**src/verilog/qio_cfg.svh**
```systemverilog
// constants for the quasi-bidirectional port block
`ifndef QIO_CFG_SVH
`define QIO_CFG_SVH

// register byte offsets on the register bus
`define QIO_OFS_LAT0    8'h00
`define QIO_OFS_LAT1    8'h04
`define QIO_OFS_LAT2    8'h08
`define QIO_OFS_LAT3    8'h0c
`define QIO_OFS_PIN0    8'h10
`define QIO_OFS_PIN1    8'h14
`define QIO_OFS_PIN2    8'h18
`define QIO_OFS_PIN3    8'h1c
`define QIO_OFS_BITOP   8'h20
`define QIO_OFS_STATUS  8'h24

// bit-operation register fields
`define QIO_BITOP_SEL_LO  0
`define QIO_BITOP_PORT_LO 3
`define QIO_BITOP_OP_LO   5

// status register fields
`define QIO_STAT_EXT_BIT  0
`define QIO_STAT_ST_LO    1

// every port latch comes out of reset at all ones
`define QIO_LATCH_RST   8'hff

// timing in oscillator periods (one pclk period each)
`define QIO_STATE_OSC   2
`define QIO_SPU_OSC     2

`endif

```
**src/verilog/qio_pkg.sv**
```systemverilog
// types shared by the quasi-bidirectional port block
package qio_pkg;

	// machine-cycle states, gray coded along the S1..S6 walk
	typedef enum logic [2:0]
	{
		QIO_S1 = 3'h0,
		QIO_S2 = 3'h1,
		QIO_S3 = 3'h3,
		QIO_S4 = 3'h2,
		QIO_S5 = 3'h6,
		QIO_S6 = 3'h7
	} qio_state_t;

	// what port zero carries during an external access
	typedef enum logic [1:0]
	{
		QIO_BUS_ADDR  = 2'h0,
		QIO_BUS_WDATA = 2'h1,
		QIO_BUS_FLOAT = 2'h2
	} qio_bus_phase_t;

	// read-modify-write bit operations
	typedef enum logic [1:0]
	{
		QIO_OP_NONE  = 2'h0,
		QIO_OP_SET   = 2'h1,
		QIO_OP_CLEAR = 2'h2,
		QIO_OP_CPL   = 2'h3
	} qio_bitop_t;

endpackage

```
**src/verilog/qio_ports.sv**
```systemverilog
// four 8-bit ports, quasi-bidirectional except open-drain port zero, with bus and alternate functions
`include "qio_cfg.svh"
`timescale 1ns/1ns
`default_nettype none

module qio_ports
#(
	parameter int NPORT = 4,
	parameter int W     = 8
)
(
	input  wire logic                    pclk,
	input  wire logic                    presetn,
	input  wire logic                    psel,
	input  wire logic                    penable,
	input  wire logic                    pwrite,
	input  wire logic [7:0]              paddr,
	input  wire logic [31:0]             pwdata,
	output var  logic [31:0]             prdata,
	output var  logic                    pready,
	output var  logic                    pslverr,
	input  wire logic                    ext_active,
	input  wire logic                    ext_wide,
	input  wire logic [15:0]             ext_addr,
	input  wire logic [7:0]              ext_wdata,
	input  wire qio_pkg::qio_bus_phase_t ext_phase,
	input  wire logic                    ext_rd_sample,
	output var  logic [7:0]              ext_rdata,
	input  wire logic [7:0]              alt_out,
	output var  logic                    rxd_in,
	output var  logic                    ext_irq_zero_n,
	output var  logic                    ext_irq_one_n,
	output var  logic                    counter_zero_ext_input,
	output var  logic                    counter_one_ext_input,
	output var  logic                    cycle_start,
	input  wire logic [7:0]              p0_i,
	output var  logic [7:0]              p0_o,
	output var  logic [7:0]              p0_oe,
	input  wire logic [7:0]              p1_i,
	output var  logic [7:0]              p1_o,
	output var  logic [7:0]              p1_oe,
	input  wire logic [7:0]              p2_i,
	output var  logic [7:0]              p2_o,
	output var  logic [7:0]              p2_oe,
	input  wire logic [7:0]              p3_i,
	output var  logic [7:0]              p3_o,
	output var  logic [7:0]              p3_oe
);
	import qio_pkg::*;

	////////////////////////////////////////////////////////////////////
	// functions

	// bit operation on a latch byte; all 8 bits come back
	function automatic logic [W-1:0] rmw_bit
	(
		input logic [W-1:0] cur,
		input logic [2:0]   sel,
		input qio_bitop_t   op
	);
		logic [W-1:0] res;
		res = cur;
		case (op)
			QIO_OP_SET:   res[sel] = 1'b1;
			QIO_OP_CLEAR: res[sel] = 1'b0;
			QIO_OP_CPL:   res[sel] = ~cur[sel];
			default:      res = cur;
		endcase
		return res;
	endfunction

	// quasi-bidirectional drive: 0 pulls down, 1 drives high only while its strong pull-up bit is set
	function automatic logic [W-1:0] quasi_oe
	(
		input logic [W-1:0] val,
		input logic [W-1:0] spu
	);
		return ~val | (val & spu);
	endfunction

	////////////////////////////////////////////////////////////////////
	// declarations

	logic [W-1:0] latch_r     [NPORT];
	logic [W-1:0] buf_r       [NPORT];
	logic [W-1:0] sync1_r     [NPORT];
	logic [W-1:0] sync2_r     [NPORT];
	logic [W-1:0] sync3_r     [NPORT];
	logic [W-1:0] pin_r       [NPORT];
	logic [W-1:0] pin_raw     [NPORT];
	logic [W-1:0] eff_r       [NPORT];
	logic [W-1:0] eff_nxt     [NPORT];
	logic [W-1:0] drv_o_r     [NPORT];
	logic [W-1:0] drv_oe_r    [NPORT];
	logic [W-1:0] spu_r       [NPORT];
	qio_state_t   state_r;
	qio_state_t   state_nxt;
	logic         ph2_r;
	logic         ph1;
	logic         s1p1;
	logic         setup;
	logic         access;
	logic         mapped;
	logic [31:0]  rdata_nxt;
	logic [7:0]   ext_rdata_r;
	logic         p0_bus;
	logic         p2_bus;
	qio_bitop_t   bitop;
	logic [1:0]   bitport;
	logic [2:0]   bitsel;

	assign pin_raw[0] = p0_i;
	assign pin_raw[1] = p1_i;
	assign pin_raw[2] = p2_i;
	assign pin_raw[3] = p3_i;

	////////////////////////////////////////////////////////////////////
	// machine-cycle timing: a state is two clocks, phase 1 then phase 2

	assign ph1  = ~ph2_r;
	assign s1p1 = ph1 && (state_r == QIO_S1);

	always_comb
	begin
		case (state_r)
			QIO_S1:  state_nxt = QIO_S2;
			QIO_S2:  state_nxt = QIO_S3;
			QIO_S3:  state_nxt = QIO_S4;
			QIO_S4:  state_nxt = QIO_S5;
			QIO_S5:  state_nxt = QIO_S6;
			QIO_S6:  state_nxt = QIO_S1;
			default: state_nxt = QIO_S1;
		endcase
	end

	always_ff @(posedge pclk or negedge presetn)
	begin
		if (!presetn)
		begin
			ph2_r   <= 1'b0;
			state_r <= QIO_S1;
		end
		else
		begin
			ph2_r <= ~ph2_r;
			if (ph2_r)
				state_r <= state_nxt;
		end
	end

	always_ff @(posedge pclk or negedge presetn)
	begin
		if (!presetn)
			cycle_start <= 1'b0;
		else
			cycle_start <= ph2_r && (state_r == QIO_S6);
	end

	////////////////////////////////////////////////////////////////////
	// pin input buffers: three flops, accept once stages two and three agree

	always_ff @(posedge pclk or negedge presetn)
	begin
		if (!presetn)
		begin
			for (int p = 0; p < NPORT; p++)
			begin
				sync1_r[p] <= `QIO_LATCH_RST;
				sync2_r[p] <= `QIO_LATCH_RST;
				sync3_r[p] <= `QIO_LATCH_RST;
				pin_r[p]   <= `QIO_LATCH_RST;
			end
		end
		else
		begin
			for (int p = 0; p < NPORT; p++)
			begin
				sync1_r[p] <= pin_raw[p];
				sync2_r[p] <= sync1_r[p];
				sync3_r[p] <= sync2_r[p];
				for (int b = 0; b < W; b++)
					if (sync2_r[p][b] == sync3_r[p][b])
						pin_r[p][b] <= sync2_r[p][b];
			end
		end
	end

	// alternate inputs see the pin whatever the latch holds
	always_ff @(posedge pclk or negedge presetn)
	begin
		if (!presetn)
		begin
			rxd_in                 <= 1'b1;
			ext_irq_zero_n         <= 1'b1;
			ext_irq_one_n          <= 1'b1;
			counter_zero_ext_input <= 1'b1;
			counter_one_ext_input  <= 1'b1;
		end
		else
		begin
			rxd_in                 <= pin_r[3][0];
			ext_irq_zero_n         <= pin_r[3][2];
			ext_irq_one_n          <= pin_r[3][3];
			counter_zero_ext_input <= pin_r[3][4];
			counter_one_ext_input  <= pin_r[3][5];
		end
	end

	// read data from external memory comes in through port zero pins
	always_ff @(posedge pclk or negedge presetn)
	begin
		if (!presetn)
			ext_rdata_r <= 8'h00;
		else if (ext_active && ext_rd_sample)
			ext_rdata_r <= pin_r[0];
	end

	assign ext_rdata = ext_rdata_r;

	////////////////////////////////////////////////////////////////////
	// register bus: decode in setup, answer in the access phase

	assign setup   = psel && !penable;
	assign access  = psel && penable && pready;
	assign bitop   = qio_bitop_t'(pwdata[`QIO_BITOP_OP_LO +: 2]);
	assign bitport = pwdata[`QIO_BITOP_PORT_LO +: 2];
	assign bitsel  = pwdata[`QIO_BITOP_SEL_LO +: 3];

	always_comb
	begin
		mapped    = 1'b1;
		rdata_nxt = 32'h0000_0000;
		case (paddr)
			`QIO_OFS_LAT0:   rdata_nxt[W-1:0] = latch_r[0];
			`QIO_OFS_LAT1:   rdata_nxt[W-1:0] = latch_r[1];
			`QIO_OFS_LAT2:   rdata_nxt[W-1:0] = latch_r[2];
			`QIO_OFS_LAT3:   rdata_nxt[W-1:0] = latch_r[3];
			`QIO_OFS_PIN0:   rdata_nxt[W-1:0] = pin_r[0];
			`QIO_OFS_PIN1:   rdata_nxt[W-1:0] = pin_r[1];
			`QIO_OFS_PIN2:   rdata_nxt[W-1:0] = pin_r[2];
			`QIO_OFS_PIN3:   rdata_nxt[W-1:0] = pin_r[3];
			`QIO_OFS_BITOP:  rdata_nxt = 32'h0000_0000;
			`QIO_OFS_STATUS:
			begin
				rdata_nxt[`QIO_STAT_EXT_BIT] = ext_active;
				rdata_nxt[`QIO_STAT_ST_LO +: 3] = state_r;
			end
			default:         mapped = 1'b0;
		endcase
	end

	// zero wait states: pready rises the cycle after setup
	always_ff @(posedge pclk or negedge presetn)
	begin
		if (!presetn)
		begin
			pready  <= 1'b0;
			pslverr <= 1'b0;
			prdata  <= 32'h0000_0000;
		end
		else
		begin
			pready  <= setup;
			pslverr <= setup && !mapped;
			if (setup && !pwrite && mapped)
				prdata <= rdata_nxt;
			else if (setup)
				prdata <= 32'h0000_0000;
		end
	end

	////////////////////////////////////////////////////////////////////
	// port latches

	always_ff @(posedge pclk or negedge presetn)
	begin
		if (!presetn)
		begin
			for (int p = 0; p < NPORT; p++)
				latch_r[p] <= `QIO_LATCH_RST;
		end
		else
		begin
			if (access && pwrite && !pslverr)
			begin
				case (paddr)
					`QIO_OFS_LAT0:  latch_r[0] <= pwdata[W-1:0];
					`QIO_OFS_LAT1:  latch_r[1] <= pwdata[W-1:0];
					`QIO_OFS_LAT2:  latch_r[2] <= pwdata[W-1:0];
					`QIO_OFS_LAT3:  latch_r[3] <= pwdata[W-1:0];
					`QIO_OFS_BITOP:
						latch_r[bitport] <= rmw_bit(latch_r[bitport],
							bitsel, bitop);
					default: ;
				endcase
			end
			// the bus access wins over any software write to port zero
			if (ext_active)
				latch_r[0] <= `QIO_LATCH_RST;
		end
	end

	////////////////////////////////////////////////////////////////////
	// output buffers sample the latches only at the start of a cycle;
	// a write landing mid-cycle waits, which keeps pin timing fixed

	always_ff @(posedge pclk or negedge presetn)
	begin
		if (!presetn)
		begin
			for (int p = 0; p < NPORT; p++)
				buf_r[p] <= `QIO_LATCH_RST;
		end
		else if (s1p1)
		begin
			for (int p = 0; p < NPORT; p++)
				buf_r[p] <= latch_r[p];
		end
	end

	assign p0_bus = ext_active;
	assign p2_bus = ext_active && ext_wide;

	// effective level before the drivers; alternate output gated by latch
	always_comb
	begin
		eff_nxt[0] = buf_r[0];
		eff_nxt[1] = buf_r[1];
		eff_nxt[2] = p2_bus ? ext_addr[15:8] : buf_r[2];
		eff_nxt[3] = buf_r[3] & alt_out;
		if (p0_bus)
		begin
			if (ext_phase == QIO_BUS_WDATA)
				eff_nxt[0] = ext_wdata;
			else
				eff_nxt[0] = ext_addr[7:0];
		end
	end

	// registered output mux, refreshed every phase 1
	always_ff @(posedge pclk or negedge presetn)
	begin
		if (!presetn)
		begin
			for (int p = 0; p < NPORT; p++)
			begin
				eff_r[p] <= `QIO_LATCH_RST;
				spu_r[p] <= 8'h00;
			end
		end
		else if (ph1)
		begin
			for (int p = 0; p < NPORT; p++)
			begin
				eff_r[p] <= eff_nxt[p];
				// rising bits get the boost for the whole state
				spu_r[p] <= eff_nxt[p] & ~eff_r[p];
			end
			if (p2_bus)
				spu_r[2] <= eff_nxt[2];
		end
	end

	////////////////////////////////////////////////////////////////////
	// pin drivers: oe & ~o is the pull-down, oe & o a pull-up

	always_ff @(posedge pclk or negedge presetn)
	begin
		if (!presetn)
		begin
			for (int p = 0; p < NPORT; p++)
			begin
				drv_o_r[p]  <= 8'h00;
				drv_oe_r[p] <= 8'h00;
			end
		end
		else
		begin
			// port zero: push-pull on the bus, released in the float phase, open drain otherwise
			if (p0_bus && ext_phase == QIO_BUS_FLOAT)
			begin
				drv_o_r[0]  <= 8'h00;
				drv_oe_r[0] <= 8'h00;
			end
			else if (p0_bus)
			begin
				drv_o_r[0]  <= eff_r[0];
				drv_oe_r[0] <= 8'hff;
			end
			else
			begin
				drv_o_r[0]  <= 8'h00;
				drv_oe_r[0] <= ~eff_r[0];
			end
			// ports one to three: weak pull-up is outside, strong one here
			for (int p = 1; p < NPORT; p++)
			begin
				drv_o_r[p]  <= eff_r[p];
				drv_oe_r[p] <= quasi_oe(eff_r[p], spu_r[p]);
			end
		end
	end

	assign p0_o  = drv_o_r[0];
	assign p0_oe = drv_oe_r[0];
	assign p1_o  = drv_o_r[1];
	assign p1_oe = drv_oe_r[1];
	assign p2_o  = drv_o_r[2];
	assign p2_oe = drv_oe_r[2];
	assign p3_o  = drv_o_r[3];
	assign p3_oe = drv_oe_r[3];

endmodule

`default_nettype wire

```
**config.mk**
```make
export PLATFORM = sky130hd
export DESIGN_NAME = qio_ports
export DESIGN_NICKNAME = d
export VERILOG_FILES = /design/src/verilog/qio_pkg.sv /design/src/verilog/qio_ports.sv
export VERILOG_INCLUDE_DIRS = /design/src /design/src/verilog
export SDC_FILE = /design/constraint.sdc
export NUM_CORES = 1
export LEC_CHECK = 0
export BUFFER_PORTS_ARGS = -buffer_cell sky130_fd_sc_hd__buf_2
export CAP_MARGIN = 5
export CORE_UTILIZATION = 50
export DETAILED_ROUTE_END_ITERATION = 7
export PLACE_DENSITY = 0.81
export SLEW_MARGIN = 20
export SYNTH_ARGS = -nofsm -noshare
export SYNTH_HDL_FRONTEND = slang
export SYNTH_SLANG_ARGS = --single-unit
```
**constraint.sdc**
```tcl
create_clock -name pclk -period 2.3 [get_ports pclk]
set_clock_uncertainty 0.2 [all_clocks]
set_input_delay 0.46 -clock pclk [delete_from_list [all_inputs] [get_ports pclk]]
set_output_delay 0.46 -clock pclk [all_outputs]
set_load 0.02 [all_outputs]
```
==> run summary <==
Final setup fails = 0
CTS tree = built
Min Tclk post-route = 2.29 ns
Switch Pwr = 2910 uW
Combinational Power Share = 7.3%
Largest net degree at the start of global routing = 78
Final worst setup slack = 0.00505 ns
Core area = 0.0260 mm^2
FF+latch count, synth = 340
Share of cells above drive strength 1 = 49.4%
Die width = 164 um
Hold Startpoint = alt_out[3]
CTS Buf Count = 36
Post-route insts no fill = 1646
I/O pins = 226
WL per Instance = 18.1 um
Cell count after synthesis = 987
Rel. slew slack = 45.6%
DRC = 0
Reg2reg start = latch_r[7]$_DFFE_PN1P_
CP Class = register to register
Chip height = 164 um
Sequential share of power = 49.3%
Area growth from synthesis to layout = 25.7%
Drt pass-1 iters = 6
PortBufs = 177
CP Capture Type = register
Row cnt = 59
Top-count cell post-synth = dfstp_2
Power per cell area = 797 mW/mm^2
Vias = 8732
Synth top area share = 45.6%
Global-route met1 utilization = 30.1%
Global-route wire length before repair = 47000 um
Synth Area per Inst = 13.4 um^2
CTS root buf = clkbuf_16
Netlist cell types = 67
Worst endpoint required time = 2.52 ns
Dpl ws = -0.282 ns
Pint = 10300 uW
# diodes = 0
EDFF count, synth = 0
Layout Nets = 1400
Leading area contributor after synthesis = dfstp_2
Met2 usage = 36.1%
Worst skew pair latency = 0.51 ns
Mapped cell area = 0.0132 mm^2
Fmax = 436 MHz
Finished Cell Area = 0.0166 mm^2
Post-DP Area = 0.0150 mm^2
HP Class = input pin to register
CTS max path bufs = 3
Synth top area cells = dfstp_2 46%, dfrtp_1 21%, mux2_2 5.1%, o21ai_0 3.2%, nand2_1 2.9%
Die area = 0.0270 mm^2
Worst-case reg-to-reg path depth = 5
Lkg Pwr = 0.00701 uW
Placer Congestion = 0.909
CTS clk-pin slew, worst paths = 0.06 ns
Met3 Use GR = 5.12%
Number of DRC markers in iteration 0 = 764
Max Cap Viol = 0
RSZ-0062 raised after global routing = yes
Clock sinks = 340
Period utilization = 99.8%
Actual slew at the worst max-slew pin = 0.807 ns
Slew Viols, Final = 0
R2R Setup Slk = 0.005 ns
Status = finished, final reports clean
Power Total = 13200 uW
H-Tree Level Count = 2
Synth warn = 0
Crit Path Max Fanout = 4
Routed Antenna Nets = 0
Clk pwr share = 43.5%
DP Wirelength = 20800 um
Hold Path End = eff_r[3]$_DFFE_PN1N_
Fin. Hold Viols = 0
Vias per cell = 5.30
Worst r2r dst = latch_r[30]$_DFFE_PN1P_
Global route overflow = 0
GRT Max-Usage Layer = met2
Worst vdd ir = 0.626 mV
WHS = 0.0123 ns
Number of global-route vias before repair = 8864
Sw Share = 22.0%
Initial antenna violation count = 1
Fill cell count = 1940
Launching element type of the critical path = register
Crit path DAT = 2.52 ns
Synth Flop Type = dfstp_2
Hold Path Depth = 3
Global router's overall resource usage = 22.7%
Synth top cells by count = 229 x dfstp_2, 111 x dfrtp_1, 101 x nand2_1
Initial Util = 50.8%
Async S/R FF share, synth = 100%
Final wirelength = 29800 um
Seq/Total Area, Yosys = 66.7%
Placed insts = 1545
-- critical path, cell delays in order (launching register included) --
cell,delay (ns)
dfstp_2,0.37
mux4_2,0.48
a221o_1,0.33
or3_4,0.41
a32o_2,0.29
a31oi_1,0.14
-- cell usage in the layout (no fill, tap or decap), types with 24 or more instances in the layout --
| master | n |
|---|---|
| dfstp_2 | 229 |
| buf_2 | 176 |
| dfrtp_1 | 110 |
| nand2_1 | 101 |
| o21ai_0 | 85 |
| buf_4 | 83 |
| mux2_2 | 60 |
| nand2b_1 | 40 |
| clkbuf_16 | 37 |
| dlygate4sd3_1 | 37 |
| nor2_1 | 35 |
| mux2i_1 | 32 |
| maj3_1 | 32 |
| conb_1 | 24 |
-- cell families (layout without fill, tap and decap cells) --
logic type	Yosys count	in the layout	synth area share, %
flip-flops	340	340	66.7
other	1	24	0.0284
adder cells (fa/ha/maj)	32	32	2.43
AO/OA/AOI/OAI	184	184	8.53
AND/OR/NAND/NOR	247	247	9.32
buffers and inverters	80	381	3.57
multiplexers	103	103	9.46
-- layout make-up --
| cell class | instances | area (um^2) | area share, % |
|---|---|---|---|
| Inverter | 12 | 45.0 | 0.272 |
| Sequential cell | 340 | 8800 | 53.1 |
| Tap cell | 335 | 419 | 2.53 |
| Timing Repair Buffer | 306 | 2070 | 12.5 |
| Clock buffer | 56 | 1110 | 6.68 |
| Clock inverter | 7 | 87.6 | 0.528 |
| Multi-Input combinational cell | 590 | 4050 | 24.4 |
-- repair_timing --
| item | CTS | global route |
|---|---|---|
| gates resized for setup | 0 | 2 |
| setup buffers | 0 | 1 |
| cloned | 0 | 0 |
| endpoints found under the hold margin | 80 | 0 |
| endpoints found under the setup margin | 1 | 13 |
| hold buffers | 37 | 0 |
-- worst max path at each step --
| stage | from | endpoint | slack, ns | depth (start not counted) |
|---|---|---|---|---|
| global route | latch_r[7]$_DFFE_PN1P_ | latch_r[14]$_DFFE_PN1P_ | -0.06 | 5 |
| finish | latch_r[7]$_DFFE_PN1P_ | latch_r[30]$_DFFE_PN1P_ | 0.005 | 5 |
| CTS | latch_r[7]$_DFFE_PN1P_ | latch_r[30]$_DFFE_PN1P_ | -0.0004 | 5 |
| global placement | pwdata[3] | latch_r[30]$_DFFE_PN1P_ | -0.28 | 6 |
| floorplan | pwdata[3] | latch_r[30]$_DFFE_PN1P_ | -0.04 | 5 |
| detailed placement | pwdata[3] | latch_r[30]$_DFFE_PN1P_ | -0.28 | 6 |
-- registers in the layout, summed over array words and instances, names as in the netlist, 3 cells and up --
signal,count
buf_r,32
eff_r,32
ext_rdata,8
latch_r,32
p0_o,8
p0_oe,8
p1_o,8
p1_oe,8
p2_o,8
p2_oe,8
p3_o,8
p3_oe,8
pin_r,32
prdata,8
spu_r,24
state_r,3
sync1_r,32
sync2_r,32
sync3_r,32
-- metrics by stage --
stage,utilization (%),TNS [ns]
6_report,63.8,0
5_1_grt,63.8,-0.429
4_1_cts,63.8,-0.000381
3_5_place_dp,57.7,-5.88
3_3_place_gp,57.7,-5.01
2_1_floorplan,-,-0.187
-- metal layers --
layer	up-vias	part of all wire, %
met5	-	0.044
met4	2	3.9
met3	75	6.9
met2	320	46
met1	4298	43
li1	4037	-
-- power by group through the flow --
stage               Combinational [uW]  Sequential, uW  Clock [uW]
floorplan                          403            6650           0
finish                             958            6510        5740
global route                      1050            6540        6100
global placement                   883            6580           0
detailed placement                 904            6600           0
CTS                                958            6510        5870
No activity file was read; power rests on OpenSTA's default activity.
